## src/hdl/ldot_defs.vh

```
// Constants for the legacy disk instruction translator
`ifndef LDOT_DEFS_VH
`define LDOT_DEFS_VH
// Register byte offsets, then reg_addr[7:6] selects for the unit-map and stored-cylinder banks
`define LDOT_A_CMD      8'h00
`define LDOT_A_DCF      8'h04
`define LDOT_A_DIFF     8'h08
`define LDOT_A_SRCLEN   8'h0C
`define LDOT_A_STATUS   8'h10
`define LDOT_A_RDBACK   8'h14
`define LDOT_A_MAP_SEL  2'h1
`define LDOT_A_CYL_SEL  2'h2
// Command register fields
`define LDOT_F_START    7
`define LDOT_F_WRITE    6
`define LDOT_F_DIRECT   5
`define LDOT_F_MOVE     4
// Mode digits
`define LDOT_M_SEEK     4'h0
`define LDOT_M_TRACK    4'h2
`define LDOT_M_RBC      4'h3
`define LDOT_M_UNUSED   4'h4
`define LDOT_M_SCAN_LO  4'h7
`define LDOT_M_LAST     4'h9
// Channel command codes
`define LDOT_C_SEEK     8'h07
`define LDOT_C_RECAL    8'h13
`define LDOT_C_SEARCH   8'h31
`define LDOT_C_WRITE    8'h05
`define LDOT_C_READ     8'h06
// Data field figures
`define LDOT_BLANK      8'h40
`define LDOT_LEN_SECTOR 12'h064
`define LDOT_LEN_TRACK  12'hBA4
`define LDOT_LOAD_LIMIT 12'h05A
`define LDOT_MAX_CYL    7'h63
// Reset values
`define LDOT_RST_UNIT   8'h00
`define LDOT_RST_CYL    7'h00
`endif

```

## src/hdl/ldot_translator.v

```verilog
// Legacy disk instruction translator toward a disk file control unit
// Notes on behaviour
// - Home address is flag, cyl, cyl, head, head; leading cyl and head bytes zero.
// - Record-zero data field is ignored in compatibility mode.
// - Count field declares 100 bytes for sector mode, 2980 for track mode.
// - Load-mode write stops after byte 90, short records padded with 0x40.
// - Move-mode write pads short records with 0x40 to 100 or 2980 bytes.
// - Record number plus one going to disk, minus one coming back.
// - Head number on disk equals the control field head value.
// - Cylinder number on disk is control field cylinder plus one.
// - No module number is recorded on the pack.
// - Data bytes pass unchanged as EBCDIC into the addressed record.
// - Mode digit: 0 seek, 1 sector, 2 track, 3 check, 4 unused, 5-9 others.
// - Home seek: full seek command then six-byte bin,bin,cyl,cyl,head,head address.
// - Direct seek adds signed difference to stored drive cylinder.
// - Seek updates stored cylinder only while control unit is not busy; stored-cylinder register writes land only while translator is idle.
// - Miss, seek, miss without wrong length starts a recalibrate chain.
// - Ten unit-map bytes and five seek-control bytes are held locally.
// - Record zero carries the physical address except on alternate tracks.
// - Cylinder read back from disk is decremented by one.
// - Recalibrate chain ends with a home seek.
`include "ldot_defs.vh"
module ldot_translator #(
  parameter MAP_N = 10,
  parameter DRV_N = 5
) (
  // Clock and reset
  input  wire        ref_clk,
  input  wire        rst_n,
  // Register port
  input  wire [7:0]  reg_addr,
  input  wire [31:0] reg_wdata,
  input  wire        reg_wr,
  input  wire        reg_rd,
  output wire [31:0] reg_rdata,
  // Source record bytes
  input  wire [7:0]  src_byte,
  input  wire        src_valid,
  output wire        src_ready,
  // Channel toward file control unit
  output wire [7:0]  ch_data,
  output wire        ch_cmd,
  output wire        ch_valid,
  input  wire        ch_ready,
  output wire [7:0]  ch_unit,
  input  wire        cu_busy,
  // Operation outcome and read-back
  input  wire        op_end,
  input  wire        op_nac,
  input  wire        wrong_length_indicator,
  input  wire        rb_valid,
  input  wire [4:0]  rb_record,
  input  wire [6:0]  rb_cyl,
  // Status
  output wire        busy
);

  localparam S_IDLE  = 4'h0;
  localparam S_WAIT  = 4'h1;
  localparam S_RECAL = 4'h2;
  localparam S_SKCMD = 4'h3;
  localparam S_SKADR = 4'h4;
  localparam S_SRCMD = 4'h5;
  localparam S_SRADR = 4'h6;
  localparam S_RWCMD = 4'h7;
  localparam S_CNT   = 4'h8;
  localparam S_DAT   = 4'h9;

  reg  [7:0]  map_q [0:MAP_N-1];
  reg  [6:0]  cyl_st_q [0:DRV_N-1];
  reg  [3:0]  mode_q;
  reg         move_q;
  reg         direct_q;
  reg         write_q;
  reg  [6:0]  dcf_cyl_q;
  reg  [3:0]  dcf_head_q;
  reg  [4:0]  dcf_rec_q;
  reg  [3:0]  dcf_mod_q;
  reg  [7:0]  diff_q;
  reg  [11:0] srclen_q;
  reg         bad_q;
  reg         alt_q;
  reg  [4:0]  rb_rec_q;
  reg  [6:0]  rb_cyl_q;
  reg  [3:0]  st_q;
  reg  [11:0] idx_q;
  reg  [6:0]  tgt_q;
  reg  [1:0]  rc_q;
  reg         recal_q;
  reg         ov_q;
  reg  [7:0]  od_q;
  reg         oc_q;
  reg  [7:0]  unit_q;
  reg  [31:0] rdata_q;
  reg         put_v;
  reg  [7:0]  put_d;
  reg         put_c;
  reg  [7:0]  id_b;
  reg  [31:0] rd_val;
  integer     i;

  wire [2:0]  drive   = dcf_mod_q[3:1];
  wire [3:0]  w_mode  = reg_wdata[3:0];
  wire [3:0]  w_mod   = reg_wdata[27:24];
  wire        start   = reg_wr && (reg_addr == `LDOT_A_CMD) && reg_wdata[`LDOT_F_START];
  wire        mode_ok = (w_mode != `LDOT_M_UNUSED) && (w_mode <= `LDOT_M_LAST) && (dcf_mod_q <= 4'h9);
  wire        emit    = !ov_q || ch_ready;
  wire        track   = (mode_q == `LDOT_M_TRACK);
  wire        rd_only = (mode_q == `LDOT_M_RBC) || (mode_q >= `LDOT_M_SCAN_LO);
  wire [11:0] dlen    = track ? `LDOT_LEN_TRACK : `LDOT_LEN_SECTOR;
  wire [11:0] limit   = move_q ? dlen : `LDOT_LOAD_LIMIT;
  wire [7:0]  disk_cyl = {1'b0, tgt_q} + 8'h01;
  wire [7:0]  disk_rec = {3'h0, dcf_rec_q} + 8'h01;
  wire [8:0]  cur9    = {2'h0, cyl_st_q[drive]};
  wire [8:0]  mag9    = {2'h0, diff_q[6:0]};
  wire [8:0]  sum9    = diff_q[7] ? cur9 - mag9 : cur9 + mag9;
  wire [6:0]  sum_cyl = sum9[8] ? 7'h00 : (sum9 > {2'h0, `LDOT_MAX_CYL}) ? `LDOT_MAX_CYL : sum9[6:0];
  wire        have_src = idx_q < srclen_q;
  wire        dat_go  = (st_q == S_DAT) && emit && (!have_src || src_valid);
  wire        seek_done = (st_q == S_SKADR) && emit && (idx_q == 12'h005);
  wire        miss    = op_end && op_nac && !wrong_length_indicator;
  wire        launch  = (st_q == S_IDLE) && recal_q;

  assign src_ready = (st_q == S_DAT) && emit && have_src;
  assign ch_data   = od_q;
  assign ch_cmd    = oc_q;
  assign ch_valid  = ov_q;
  assign ch_unit   = unit_q;
  assign reg_rdata = rdata_q;
  assign busy      = (st_q != S_IDLE) || ov_q;

  // Identifier bytes: cyl hi, cyl, head hi, head, record
  always @*
  begin
    case (idx_q[2:0])
      3'h0:    id_b = 8'h00;
      3'h1:    id_b = disk_cyl;
      3'h2:    id_b = 8'h00;
      3'h3:    id_b = {4'h0, dcf_head_q};
      3'h4:    id_b = disk_rec;
      3'h5:    id_b = 8'h00;
      3'h6:    id_b = {4'h0, dlen[11:8]};
      default: id_b = dlen[7:0];
    endcase
  end

  // Byte offered to the channel in this cycle
  always @*
  begin
    put_v = 1'b0;
    put_d = 8'h00;
    put_c = 1'b0;
    case (st_q)
      S_RECAL:
      begin
        put_v = emit;
        put_d = `LDOT_C_RECAL;
        put_c = 1'b1;
      end
      S_SKCMD:
      begin
        put_v = emit;
        put_d = `LDOT_C_SEEK;
        put_c = 1'b1;
      end
      S_SKADR:
      begin
        put_v = emit;
        case (idx_q[2:0])
          3'h3:    put_d = disk_cyl;
          3'h5:    put_d = {4'h0, dcf_head_q};
          default: put_d = 8'h00;
        endcase
      end
      S_SRCMD:
      begin
        put_v = emit;
        put_d = `LDOT_C_SEARCH;
        put_c = 1'b1;
      end
      S_SRADR, S_CNT:
      begin
        put_v = emit;
        put_d = id_b;
      end
      S_RWCMD:
      begin
        put_v = emit;
        put_d = (write_q && !rd_only) ? `LDOT_C_WRITE : `LDOT_C_READ;
        put_c = 1'b1;
      end
      S_DAT:
      begin
        put_v = dat_go;
        put_d = have_src ? src_byte : `LDOT_BLANK;
      end
      default:
      begin
        put_v = 1'b0;
      end
    endcase
  end

  // Register read mux
  always @*
  begin
    rd_val = 32'h00000000;
    if (reg_addr[7:6] == `LDOT_A_MAP_SEL)
    begin
      if (reg_addr[5:2] < MAP_N)
        rd_val = {24'h000000, map_q[reg_addr[5:2]]};
    end
    else if (reg_addr[7:6] == `LDOT_A_CYL_SEL)
    begin
      if (reg_addr[4:2] < DRV_N && reg_addr[5] == 1'b0)
        rd_val = {25'h0000000, cyl_st_q[reg_addr[4:2]]};
    end
    else
    begin
      case (reg_addr)
        `LDOT_A_CMD:    rd_val = {24'h000000, 1'b0, write_q, direct_q, move_q, mode_q};
        `LDOT_A_DCF:    rd_val = {4'h0, dcf_mod_q, 3'h0, dcf_rec_q, 4'h0, dcf_head_q, 1'b0, dcf_cyl_q};
        `LDOT_A_DIFF:   rd_val = {24'h000000, diff_q};
        `LDOT_A_SRCLEN: rd_val = {20'h00000, srclen_q};
        `LDOT_A_STATUS: rd_val = {17'h00000, tgt_q, st_q, alt_q, recal_q, bad_q, busy};
        `LDOT_A_RDBACK: rd_val = {17'h00000, rb_cyl_q, 3'h0, rb_rec_q};
        default:        rd_val = 32'h00000000;
      endcase
    end
  end

  always @(posedge ref_clk)
  begin
    if (!rst_n)
    begin
      for (i = 0; i < MAP_N; i = i + 1)
        map_q[i] <= `LDOT_RST_UNIT;
      for (i = 0; i < DRV_N; i = i + 1)
        cyl_st_q[i] <= `LDOT_RST_CYL;
      mode_q     <= 4'h0;
      move_q     <= 1'b0;
      direct_q   <= 1'b0;
      write_q    <= 1'b0;
      dcf_cyl_q  <= 7'h00;
      dcf_head_q <= 4'h0;
      dcf_rec_q  <= 5'h00;
      dcf_mod_q  <= 4'h0;
      diff_q     <= 8'h00;
      srclen_q   <= 12'h000;
      bad_q      <= 1'b0;
      alt_q      <= 1'b0;
      rb_rec_q   <= 5'h00;
      rb_cyl_q   <= 7'h00;
      st_q       <= S_IDLE;
      idx_q      <= 12'h000;
      tgt_q      <= 7'h00;
      rc_q       <= 2'h0;
      recal_q    <= 1'b0;
      ov_q       <= 1'b0;
      od_q       <= 8'h00;
      oc_q       <= 1'b0;
      unit_q     <= 8'h00;
      rdata_q    <= 32'h00000000;
    end
    else
    begin
      rdata_q <= reg_rd ? rd_val : 32'h00000000;
      // Register writes
      if (reg_wr)
      begin
        if (reg_addr[7:6] == `LDOT_A_MAP_SEL && reg_addr[5:2] < MAP_N)
          map_q[reg_addr[5:2]] <= reg_wdata[7:0];
        if (reg_addr[7:6] == `LDOT_A_CYL_SEL && reg_addr[5] == 1'b0 && reg_addr[4:2] < DRV_N && !busy)
          cyl_st_q[reg_addr[4:2]] <= reg_wdata[6:0];
        if (reg_addr == `LDOT_A_DCF)
        begin
          dcf_cyl_q  <= reg_wdata[6:0];
          dcf_head_q <= reg_wdata[11:8];
          dcf_rec_q  <= reg_wdata[20:16];
          dcf_mod_q  <= w_mod;
        end
        if (reg_addr == `LDOT_A_DIFF)
          diff_q <= reg_wdata[7:0];
        if (reg_addr == `LDOT_A_SRCLEN)
          srclen_q <= reg_wdata[11:0];
      end
      // Output byte holding stage
      if (put_v)
      begin
        ov_q <= 1'b1;
        od_q <= put_d;
        oc_q <= put_c;
      end
      else if (ch_ready)
        ov_q <= 1'b0;
      // Recalibrate detector
      if (miss)
      begin
        if (rc_q == 2'h2)
          rc_q <= 2'h0;
        else
          rc_q <= 2'h1;
      end
      else if (op_end)
        rc_q <= 2'h0;
      else if (seek_done && rc_q == 2'h1)
        rc_q <= 2'h2;
      recal_q <= (recal_q && !launch) || (miss && rc_q == 2'h2);
      // Sequencer
      case (st_q)
        S_IDLE:
        begin
          if (launch)
          begin
            direct_q <= 1'b0;
            st_q     <= S_RECAL;
          end
          else if (start)
          begin
            bad_q <= !mode_ok;
            if (mode_ok)
            begin
              alt_q    <= 1'b0;
              mode_q   <= w_mode;
              move_q   <= reg_wdata[`LDOT_F_MOVE];
              direct_q <= reg_wdata[`LDOT_F_DIRECT];
              write_q  <= reg_wdata[`LDOT_F_WRITE];
              unit_q   <= map_q[dcf_mod_q];
              tgt_q    <= dcf_cyl_q;
              st_q     <= (w_mode == `LDOT_M_SEEK) ? S_WAIT : S_SRCMD;
            end
          end
        end
        S_RECAL:
        begin
          if (emit)
            st_q <= S_WAIT;
        end
        S_WAIT:
        begin
          if (!cu_busy)
          begin
            tgt_q           <= direct_q ? sum_cyl : dcf_cyl_q;
            cyl_st_q[drive] <= direct_q ? sum_cyl : dcf_cyl_q;
            st_q            <= S_SKCMD;
          end
        end
        S_SKCMD:
        begin
          if (emit)
          begin
            idx_q <= 12'h000;
            st_q  <= S_SKADR;
          end
        end
        S_SKADR:
        begin
          if (emit)
          begin
            idx_q <= idx_q + 12'h001;
            if (idx_q == 12'h005)
              st_q <= S_IDLE;
          end
        end
        S_SRCMD:
        begin
          if (emit)
          begin
            idx_q <= 12'h000;
            st_q  <= S_SRADR;
          end
        end
        S_SRADR:
        begin
          if (emit)
          begin
            idx_q <= idx_q + 12'h001;
            if (idx_q == 12'h004)
              st_q <= S_RWCMD;
          end
        end
        S_RWCMD:
        begin
          if (emit)
          begin
            idx_q <= 12'h000;
            if (write_q && !rd_only)
              st_q <= S_CNT;
            else
              st_q <= S_IDLE;
          end
        end
        S_CNT:
        begin
          if (emit)
          begin
            if (idx_q == 12'h007)
            begin
              idx_q <= 12'h000;
              st_q  <= S_DAT;
            end
            else
              idx_q <= idx_q + 12'h001;
          end
        end
        S_DAT:
        begin
          if (dat_go)
          begin
            idx_q <= idx_q + 12'h001;
            if (idx_q == limit - 12'h001)
              st_q <= S_IDLE;
          end
        end
        default:
        begin
          st_q <= S_IDLE;
        end
      endcase
      // Read-back conversion, after the sequencer so a set beats a clear at start
      if (rb_valid)
      begin
        if (rb_record != 5'h00)
        begin
          rb_rec_q <= rb_record - 5'h01;
          rb_cyl_q <= rb_cyl - 7'h01;
        end
        else if (rb_cyl != disk_cyl[6:0])
          alt_q <= 1'b1;
      end
    end
  end

endmodule // ldot_translator

```

## config.mk

```make
export PLATFORM = sky130hd
export DESIGN_NAME = ldot_translator
export DESIGN_NICKNAME = d
export VERILOG_FILES = /design/src/hdl/ldot_translator.v
export VERILOG_INCLUDE_DIRS = /design/src /design/src/hdl
export SDC_FILE = /design/constraint.sdc
export NUM_CORES = 1
export LEC_CHECK = 0
export ABC_AREA = 0
export BUFFER_PORTS_ARGS = -buffer_cell sky130_fd_sc_hd__buf_2
export CAP_MARGIN = 40
export CORE_MARGIN = 5
export CORE_UTILIZATION = 50
export DETAILED_ROUTE_END_ITERATION = 7
export MAX_ROUTING_LAYER = met4
export PLACE_DENSITY = 0.72
export SYNTH_ARGS = -nofsm -noshare
export SYNTH_HDL_FRONTEND = slang
export SYNTH_SLANG_ARGS = --single-unit
```

## constraint.sdc

```tcl
create_clock -name ref_clk -period 5.3 [get_ports ref_clk]
set_input_delay 0 -clock ref_clk [delete_from_list [all_inputs] [get_ports ref_clk]]
set_output_delay 0 -clock ref_clk [all_outputs]
set_load 0.01 [all_outputs]
```

==> Yosys cells after proc, flatten, opt, wreduce, memory -nomap -nowiden <==
Memories as Yosys holds them, arrays and structs flattened. A register that Yosys moved wholly into a read port is not among the register bits.
Index checks and enable logic that the tools add are counted.
{ "classes": {"add_sub_neg": 8, "mul": 0, "div": 0, "magnitude_cmp": 7, "n_eq_ne": 52, "shift": 0, "mux": 88, "bitwise_logic": 2, "reduce_logical": 66} }
{ "op_table": {"columns": ["op", "n"], "rows": [
  ["28-bit one-hot mux with 6 select lines", 1],
  ["12-bit two-way mux", 7],
  ["4-bit two-way mux", 18],
  ["7-bit two-way mux", 10],
  ["32-bit two-way mux", 2],
  ["8-bit one-hot mux with 7 select lines", 1],
  ["12-bit one-hot mux with 4 select lines", 1],
  ["4-bit one-hot mux with 10 select lines", 1],
  ["8-bit one-hot mux with 5 select lines", 1],
  ["12-bit by 3-bit equality test with 1-bit output (second input constant)", 3],
  ["1-bit two-way mux", 30],
  ["2-bit inequality test (second input constant)", 14],
  ["8-bit two-way mux", 3],
  ["1-bit logical AND", 21],
  ["7-bit OR reduction", 3],
  ["4-bit by 2-bit equality test with 1-bit output (second input constant)", 4],
  ["4-bit by 3-bit equality test with 1-bit output (second input constant)", 4],
  ["8-bit by 4-bit equality test with 1-bit output (second input constant)", 2],
  ["8-bit by 5-bit equality test with 1-bit output (second input constant)", 2],
  ["8-bit one-hot mux with 2 select lines", 1],
  ["3-bit two-way mux", 5],
  ["15-bit AND reduction", 1],
  ["7-bit one-hot mux with 2 select lines", 1],
  ["12-bit by 1-bit adder with 12-bit output (second input constant)", 1],
  ["other kinds (47)", 86]
]} }
{ "totals": {"regBits": 129, "latchBits": 0, "ram_bits": 115, "rom_bits": 0, "out_inout_bits": 52, "n_memories": 2} }
{ "mem_list": {"columns": ["name", "depth", "width", "rd", "rd_ports_with_merged_regs", "wr", "line_no", "rtl"], "rows": [
  ["map_q", 10, 8, 2, 1, 10, "ldot_translator.v:69", "reg [7:0] map_q [0:MAP_N-1];"],
  ["cyl_st_q", 5, 7, 2, 1, 5, "ldot_translator.v:70", "reg [6:0] cyl_st_q [0:DRV_N-1];"]
]} }

==> Logic depth before layout (Yosys ltp) <==
Gate-level depths: netlist of run 1.
{ "depth": {"word_depth": 11, "ltp_mapped": 15} }

==> Worst setup path after synthesis of run 1 <==
No wires, ideal clock.
{ "synth_path": {"path_type": "reg-to-reg", "start": "register with a tool-made name", "end": "memory cyl_st_q[5][3], data pin", "setup_ns": 0.272, "arrival_ns": 3.771, "t_required_ns": 5.028, "setup_slack_ns": 1.256, "path_stages_with_launch": 16, "n_path_buf": 3, "cell_sequence": "dfxtp_1 -> clkbuf_1 -> buf_2 -> mux4_2 -> mux2i_1 -> ha_1 -> inv_1 -> fa_1 -> a211oi_1 -> o21ai_0 -> nor3b_1 -> or3_4 -> and4b_1 -> buf_6 -> a211oi_4 -> nor2_1"} }
{ "synth_rtl": {"columns": ["item", "line_no"], "rows": [
  ["end, declared", "ldot_translator.v:70"]
]} }

==> results by group, run 1 <==
GRT
  – Grt total ovfl: 0
  – Antenna violations before repair: 1
  – First-pass GRT wire length: between 70,000 and 80,000 um
  – Vias in the first global route: 12.4k
  – Largest net degree at the start of global routing: 60
  – Total GRT Usage: 26.3%

Floorplan
  – Total core area: 31,300 um2
  – Rows: 65
  – Io pins: 123
  – Die Wd: 187 um
  – Die height: roughly 190 um
  – Initial Util: 50.2%
  – DIE AREA: 35,100 um2

Timing
  – Unrepaired setup endpoints after global routing: false
  – Worst Hold Margin: between 0.05 and 0.06 ns
  – Final hold vios: 0
  – Worst-Margin Slew: 0.923 ns
  – Clk_skew: 0.0262 ns
  – Final Critical Period: about 4.4 ns
  – Final Max Slew Viols: 0
  – Fin crit share: 82.5%
  – Final setup viols: 0
  – Max Clk Rate: 0.229 GHz
  – TNS Setup: 0 ns
  – Worst slew margin: 38.1%

Final layout
  – Post-route cell area: between 15,000 and 20,000 um2
  – Final Non-Filler Cells: 2,065
  – Area grow syn2layout: 15.6%
  – Fraction of layout cells with a size suffix above 1: around 17%
  – Final #Nets: 1,744
  – # fillers: about 2.6k

Worst setup path
  – R2R depth: 11
  – WP buf/inv: 1
  – Required @ worst endpoint: 5.57 ns
  – CP Capture Type: flip-flop
  – Worst setup path class: reg2reg
  – CP max FO: 11
  – CP max stage delay: 0.54 ns
  – Crit-path cells: buf_4 > mux4_2 > mux2_2 > ha_1 > a211oi_1 > o21ai_0 > nor3b_1 > or3_4 > and4b_1 > a211oi_4 > nor2_1
  – Family with the most delay on the worst path: compound AO/OA/AOI/OAI gates
  – CP arrival: between 4 and 5 ns
  – CP max-delay cell: mux4_2
  – Crit start category: flip-flop
  – Reg2reg end: cyl_st_q[7][4]
  – R2R Setup Slk: 0.93 ns

Worst hold path
  – Hold Path Class: in2reg
  – Min-Delay Endpoint: srclen_q[7]
  – Worst hold stages: 4
  – Hold Crit Start: reg_wr

Route
  – Final wirelength: 46,000 um
  – Wirelength per Cell: 22.3 um
  – Vias/cell: 6.19
  – Residual DRC count: 0
  – Vias: between 10k and 15k
  – DR iter-0 viols: 1,280
  – First-pass iteration count of the detailed router: 6
  – ANT nets after route: 0

Yosys
  – Primary FF master, synth: edfxtp_1
  – Most common cell in the netlist: edfxtp_1
  – Distinct cells, synth: 89
  – Post-synth EDFFs: 148
  – Commonest cells post-synth: edfxtp_1, dfxtp_1, nand2_1, nor2_1, and2_1
  – Dominant cells by area after synthesis: edfxtp_1, dfxtp_1, mux4_2
  – Warnings from Yosys: 0
  – Mapped Area: 15,700 um2
  – Syn Inst Count: 1,500
  – Syn avg cell area: 10.5 um2
  – Seq cells post-synth: 280
  – Sequential area share after synthesis: a little under half
  – Synth top area share: around 28%
  – Synth area leader: edfxtp_1
  – Async set or reset register ratio after synthesis: 0%

CTS
  – CTS tree: yes
  – CTS Hold Bufs: 63
  – Sink Count: 280
  – Post_cts resized: 0
  – Htree depth: 1
  – Number of post-CTS setup repair buffers: 0
  – Clk_lat worst skew: 0.57 ns
  – CTS buffer count: 30
  – Clk root buf: clkbuf_16
  – CTS max path bufs: 3
  – Worst-path clk slew: 0.06 ns

Flow run
  – Max-Cap Viols: 0

Outcome
  – Status: completed

Pwr
  – P per Cell Area: 308 nW/um2
  – Total Power Consumption: 5.60 mW
  – Leakage: about 6.7 nW
  – Max VDD drop: 0.000253 V

Place
  – Hpwl dp: 32,700 um
  – DP Area: 16,600 um2
  – Final Wtd Congestion: 0.965
  – Port bufs: 103
  – Total placed cells including tap cells: 1,944
-- layout make-up --
cell class / count / area [um2] / area share [%]
inverter: 47 / 176 / 0.971
tap: 402 / 503 / 2.77
sequential: 280 / 7090 / 39.0
antenna: 2 / 5.00 / 0.0275
clock inverter: 11 / 125 / 0.689
timing repair buffer: 199 / 1420 / 7.80
multi-input combinational: 1079 / 8010 / 44.1
clock buffer: 45 / 848 / 4.67
-- cell families (layout without fill, tap and decap cells) --
family | Yosys count | after routing | share of synthesized area, %
mux | 111 | 111 | 12.7
flops | 280 | 280 | 45.1
xor+xnor | 34 | 34 | 1.90
other cells | 1 | 22 | 0.0239
simple gates | 544 | 544 | 18.2
compound gates | 334 | 334 | 14.6
buf+inv | 160 | 302 | 4.43
fa+ha+maj | 36 | 36 | 2.96
-- worst max path at each step --
stage / endpoint / slack, ns / depth (start not counted)
2_1_floorplan: cyl_st_q[5][3] / 1.26 / 15
3_3_place_gp: cyl_st_q[5][4] / 0.99 / 11
3_5_place_dp: cyl_st_q[5][4] / 0.98 / 11
4_1_cts: cyl_st_q[5][4] / 0.93 / 11
5_1_grt: cyl_st_q[5][4] / 0.58 / 11
6_report: cyl_st_q[7][4] / 0.93 / 11
-- layer usage --
layer / wire length, um / share of wire [%] / track usage [%] / vias up
met4: 1400 / 3.0 / 7.22 / 0
met2: 22000 / 48 / 42.4 / 655
met1: 18300 / 40 / 35.3 / 6246
met3: 4370 / 9.5 / 3.60 / 98
li1: - / - / - / 5793
met5: 0 / 0 / - / -
-- tightest hold or removal path: stages --
cell and delay (ns):
buf_2 0.10, buf_4 0.26, nand3_1 0.14, a21boi_1 0.05
-- cells in the final DEF (no fill, tap or decap), types with 60 or more instances in the layout --
| cell | count |
|---|---|
| a21oi_1 | 80 |
| dlygate4sd3_1 | 63 |
| edfxtp_1 | 148 |
| and2_1 | 87 |
| buf_2 | 107 |
| mux4_2 | 70 |
| dfxtp_1 | 131 |
| nand3_1 | 60 |
| nand2_1 | 125 |
| nor2_1 | 88 |
-- registers in the layout, summed over array words and instances (netlist names), 8 cells and up, named ones only --
signal     flops
ch_unit        8
srclen_q      12
diff_q         8
reg_rdata     24
idx_q         12
ch_data        8
cyl_st_q      56
map_q         92
-- where the power goes --
part / total, mW / switching, mW / internal, mW
Clock: 2.08 / 0.876 / 1.21
Combinational: 1.01 / 0.612 / 0.394
Sequential: 2.52 / 0.116 / 2.40
Total: 5.60 / 1.60 / 4.00
-- stage by stage --
step,worst slack [ns],util [%]
floorplan,1.26,-
CTS,0.933,58.0
detailed placement,0.977,52.9
finish,0.930,58.0
global placement,0.991,52.4
global route,0.582,58.0
Power figures use the tool's default switching activity.
==> run 2, diff against run 1 <==
==> constraint.sdc (replaced) <==
create_clock -name ref_clk -period 4.2 [get_ports ref_clk]
set_input_delay 0 -clock ref_clk [delete_from_list [all_inputs] [get_ports ref_clk]]
set_output_delay 0 -clock ref_clk [all_outputs]
set_load 0.01 [all_outputs]
==> run 2 against run 1 <==
Effect of this change: sequential power increased by 25%; hold slack improved by 0.015 ns; wire length increased by 1.5%; register-to-register slack got worse by 0.76 ns; critical endpoint is now cyl_st_q[5][4]; largest power group unchanged.
==> results by group, run 2 (synthesis gave the netlist of run 1 again) <==
Worst hold path
  – Min-Delay Endpoint: srclen_q[9]
  – Worst hold stages: 4 (unchanged)
  – Hold Path Class: in2reg
  – Hold Crit Start: reg_wr

Timing
  – Final setup viols: 0 (unchanged)
  – Final Max Slew Viols: 0 (unchanged)
  – Final hold vios: 0 (unchanged)
  – Worst-Margin Slew: 0.978 ns (+0.0551 ns)
  – Worst setup margin: 0.168 ns (-0.762 ns)
  – Clk_skew: 0.0345 ns (+0.00827 ns)
  – TNS Setup: 0 ns (unchanged)
  – Worst slew margin: 34.3% (-3.8 points)
  – Max Clk Rate: 0.248 GHz (+8.4%)
  – Final Critical Period: 4.03 ns (-0.338 ns)
  – Fin crit share: 96.0% (+14 points)

Place
  – Port bufs: 103 (unchanged)
  – Total placed cells including tap cells: 1,957 (+0.67%)
  – Final Wtd Congestion: 0.952 (-1.3%)
  – Pre-CTS WS: 0.132 ns (-0.845 ns)
  – Hpwl dp: 33,000 um (+0.68%)

Final layout
  – Largest Register: map_q
  – Commonest non-fill, non-tap cell in the layout: edfxtp_1
  – Final #Nets: 1,752 (+0.46%)
  – Fraction of layout cells with a size suffix above 1: 18.4% (+1.2 points)
  – Most frequent cells in the layout: edfxtp_1, dfxtp_1, nand2_1
  – Area of the multi-input gates: 8040 um2 (+0.41%)
  – Max reg flops: 92 (unchanged)
  – Final Non-Filler Cells: 2,072 (+0.34%)
  – # fillers: 2,593 (+0.39%)
  – Area grow syn2layout: 16.6%
  – Reg area: 7090 um2 (about the same)
  – Final Util: 58.5% (+0.48 points)

Outcome
  – Status: completed

Worst setup path
  – Reg2reg end: cyl_st_q[5][4]
  – CP Capture Type: flip-flop
  – Worst setup path class: reg2reg
  – Crit start category: flip-flop
  – CP max stage delay: 0.52 ns (-0.02 ns)
  – Required @ worst endpoint: 4.49 ns (-1.08 ns)
  – CP max FO: 14 (+3)
  – CP max-delay cell: mux4_2
  – Crit-path cells: buf_12 > mux4_2 > mux2_2 > ha_1 > nor3_2 > o21ai_1 > a2111oi_2 > nor2_1 > and4b_2 > a211oi_4 > nor2_1
  – Most used cell, CP: nor2_1
  – R2R depth: 11 (unchanged)
  – CP arrival: 4.32 ns (-0.32 ns)
  – R2R Setup Slk: 0.17 ns (-0.76 ns)

CTS
  – Htree depth: 1 (unchanged)
  – Sink Count: 280 (unchanged)
  – Worst-path clk slew: 0.06 ns (about the same)
  – CTS buffer count: 30 (unchanged)
  – CTS tree: yes
  – Clk root buf: clkbuf_16
  – CTS max path bufs: 3 (unchanged)
  – Clk_lat worst skew: 0.58 ns (about the same)

Pwr
  – P per Cell Area: 397 nW/um2 (+29%)
  – Total Power Consumption: 7.27 mW (+30%)
  – Leakage: 6.78 nW (+0.84%)
  – Max VDD drop: 0.000287 V (+13%)

Floorplan
  – Total core area: 31,300 um2 (unchanged)
  – Die Wd: 187 um (unchanged)
  – Rows: 65 (unchanged)
  – Initial Util: 50.2% (unchanged)
  – Io pins: 123 (unchanged)
  – Die height: 187 um (unchanged)
  – DIE AREA: 35,100 um2 (unchanged)

GRT
  – First-pass GRT wire length: 72,700 um (+1.4%)
  – Vias in the first global route: 12.6k (+1.5%)
  – Grt total ovfl: 0 (unchanged)
  – Antenna violations before repair: 1 (unchanged)
  – Total GRT Usage: 26.8% (+0.45 points)
  – Largest net degree at the start of global routing: 56 (-6.7%)

Route
  – Vias: 12.8k (-0.10%)
  – First-pass iteration count of the detailed router: 6 (unchanged)
  – ANT nets after route: 0 (unchanged)
  – Wirelength per Cell: 22.6 um (+1.2%)
  – Residual DRC count: 0 (unchanged)
  – Vias/cell: 6.17 (-0.44%)
  – DR iter-0 viols: 1,479 (+16%)
  – Final wirelength: 46,700 um (+1.5%)

Flow run
  – Max-Cap Viols: 0 (unchanged)
[run 2: layout make-up]
class / count / share of cell area [%]
multi-input combinational: 1079 / 43.9
sequential: 280 / 38.7
timing repair buffer: 207 / 8.05
clock buffer: 35 / 4.20
tap: 402 / 2.75
clock inverter: 21 / 1.45
inverter: 47 / 0.963
antenna: 1 / 0.0137
[run 2: worst max path at each step]
stage               from        endpoint
2_1_floorplan  flip-flop  cyl_st_q[5][4]
3_3_place_gp   flip-flop  cyl_st_q[5][6]
3_5_place_dp   flip-flop  cyl_st_q[7][6]
4_1_cts        flip-flop  cyl_st_q[7][6]
5_1_grt        flip-flop  cyl_st_q[0][0]
6_report       flip-flop  cyl_st_q[5][4]
[run 2: what timing repair did]
item,in CTS,in global routing
hold endpoints to repair,90,0
gates resized for setup,0,7
endpoints found under the setup margin,0,51
hold buffers,57,0
setup buffers,0,0
[run 2: per-stage QoR]
stage | cell area [um2] | hold slack [ns]
2_1_floorplan | 15800 | 0.0761
3_3_place_gp | 16600 | 0.197
3_5_place_dp | 16700 | 0.208
4_1_cts | 18300 | 0.0309
5_1_grt | 18300 | 0.0690
6_report | 18300 | 0.0722
[run 2: worst max-delay path: cells and delay by family, from the launching register on]
kind / cells / cell delay [ns]
flops: 1 / 0.36
compound gates: 3 / 1.03
buf+inv: 1 / 0.18
simple gates: 4 / 0.87
fa+ha+maj: 1 / 0.46
mux: 2 / 0.82
[run 2: layer usage]
metal / up-vias / GRT usage [%] / share of wire, %
met5: - / - / 0
met4: 0 / 9.10 / 3.8
met3: 111 / 4.78 / 8.6
met2: 636 / 41.9 / 47
met1: 6215 / 35.5 / 41
li1: 5817 / - / -
[run 2: power breakdown]
group / switching [mW] / total (mW) / internal [mW]
Sequential: 0.125 / 3.16 / 3.03
Clock: 1.13 / 2.81 / 1.68
Combinational: 0.800 / 1.31 / 0.509
Total: 2.06 / 7.27 / 5.22
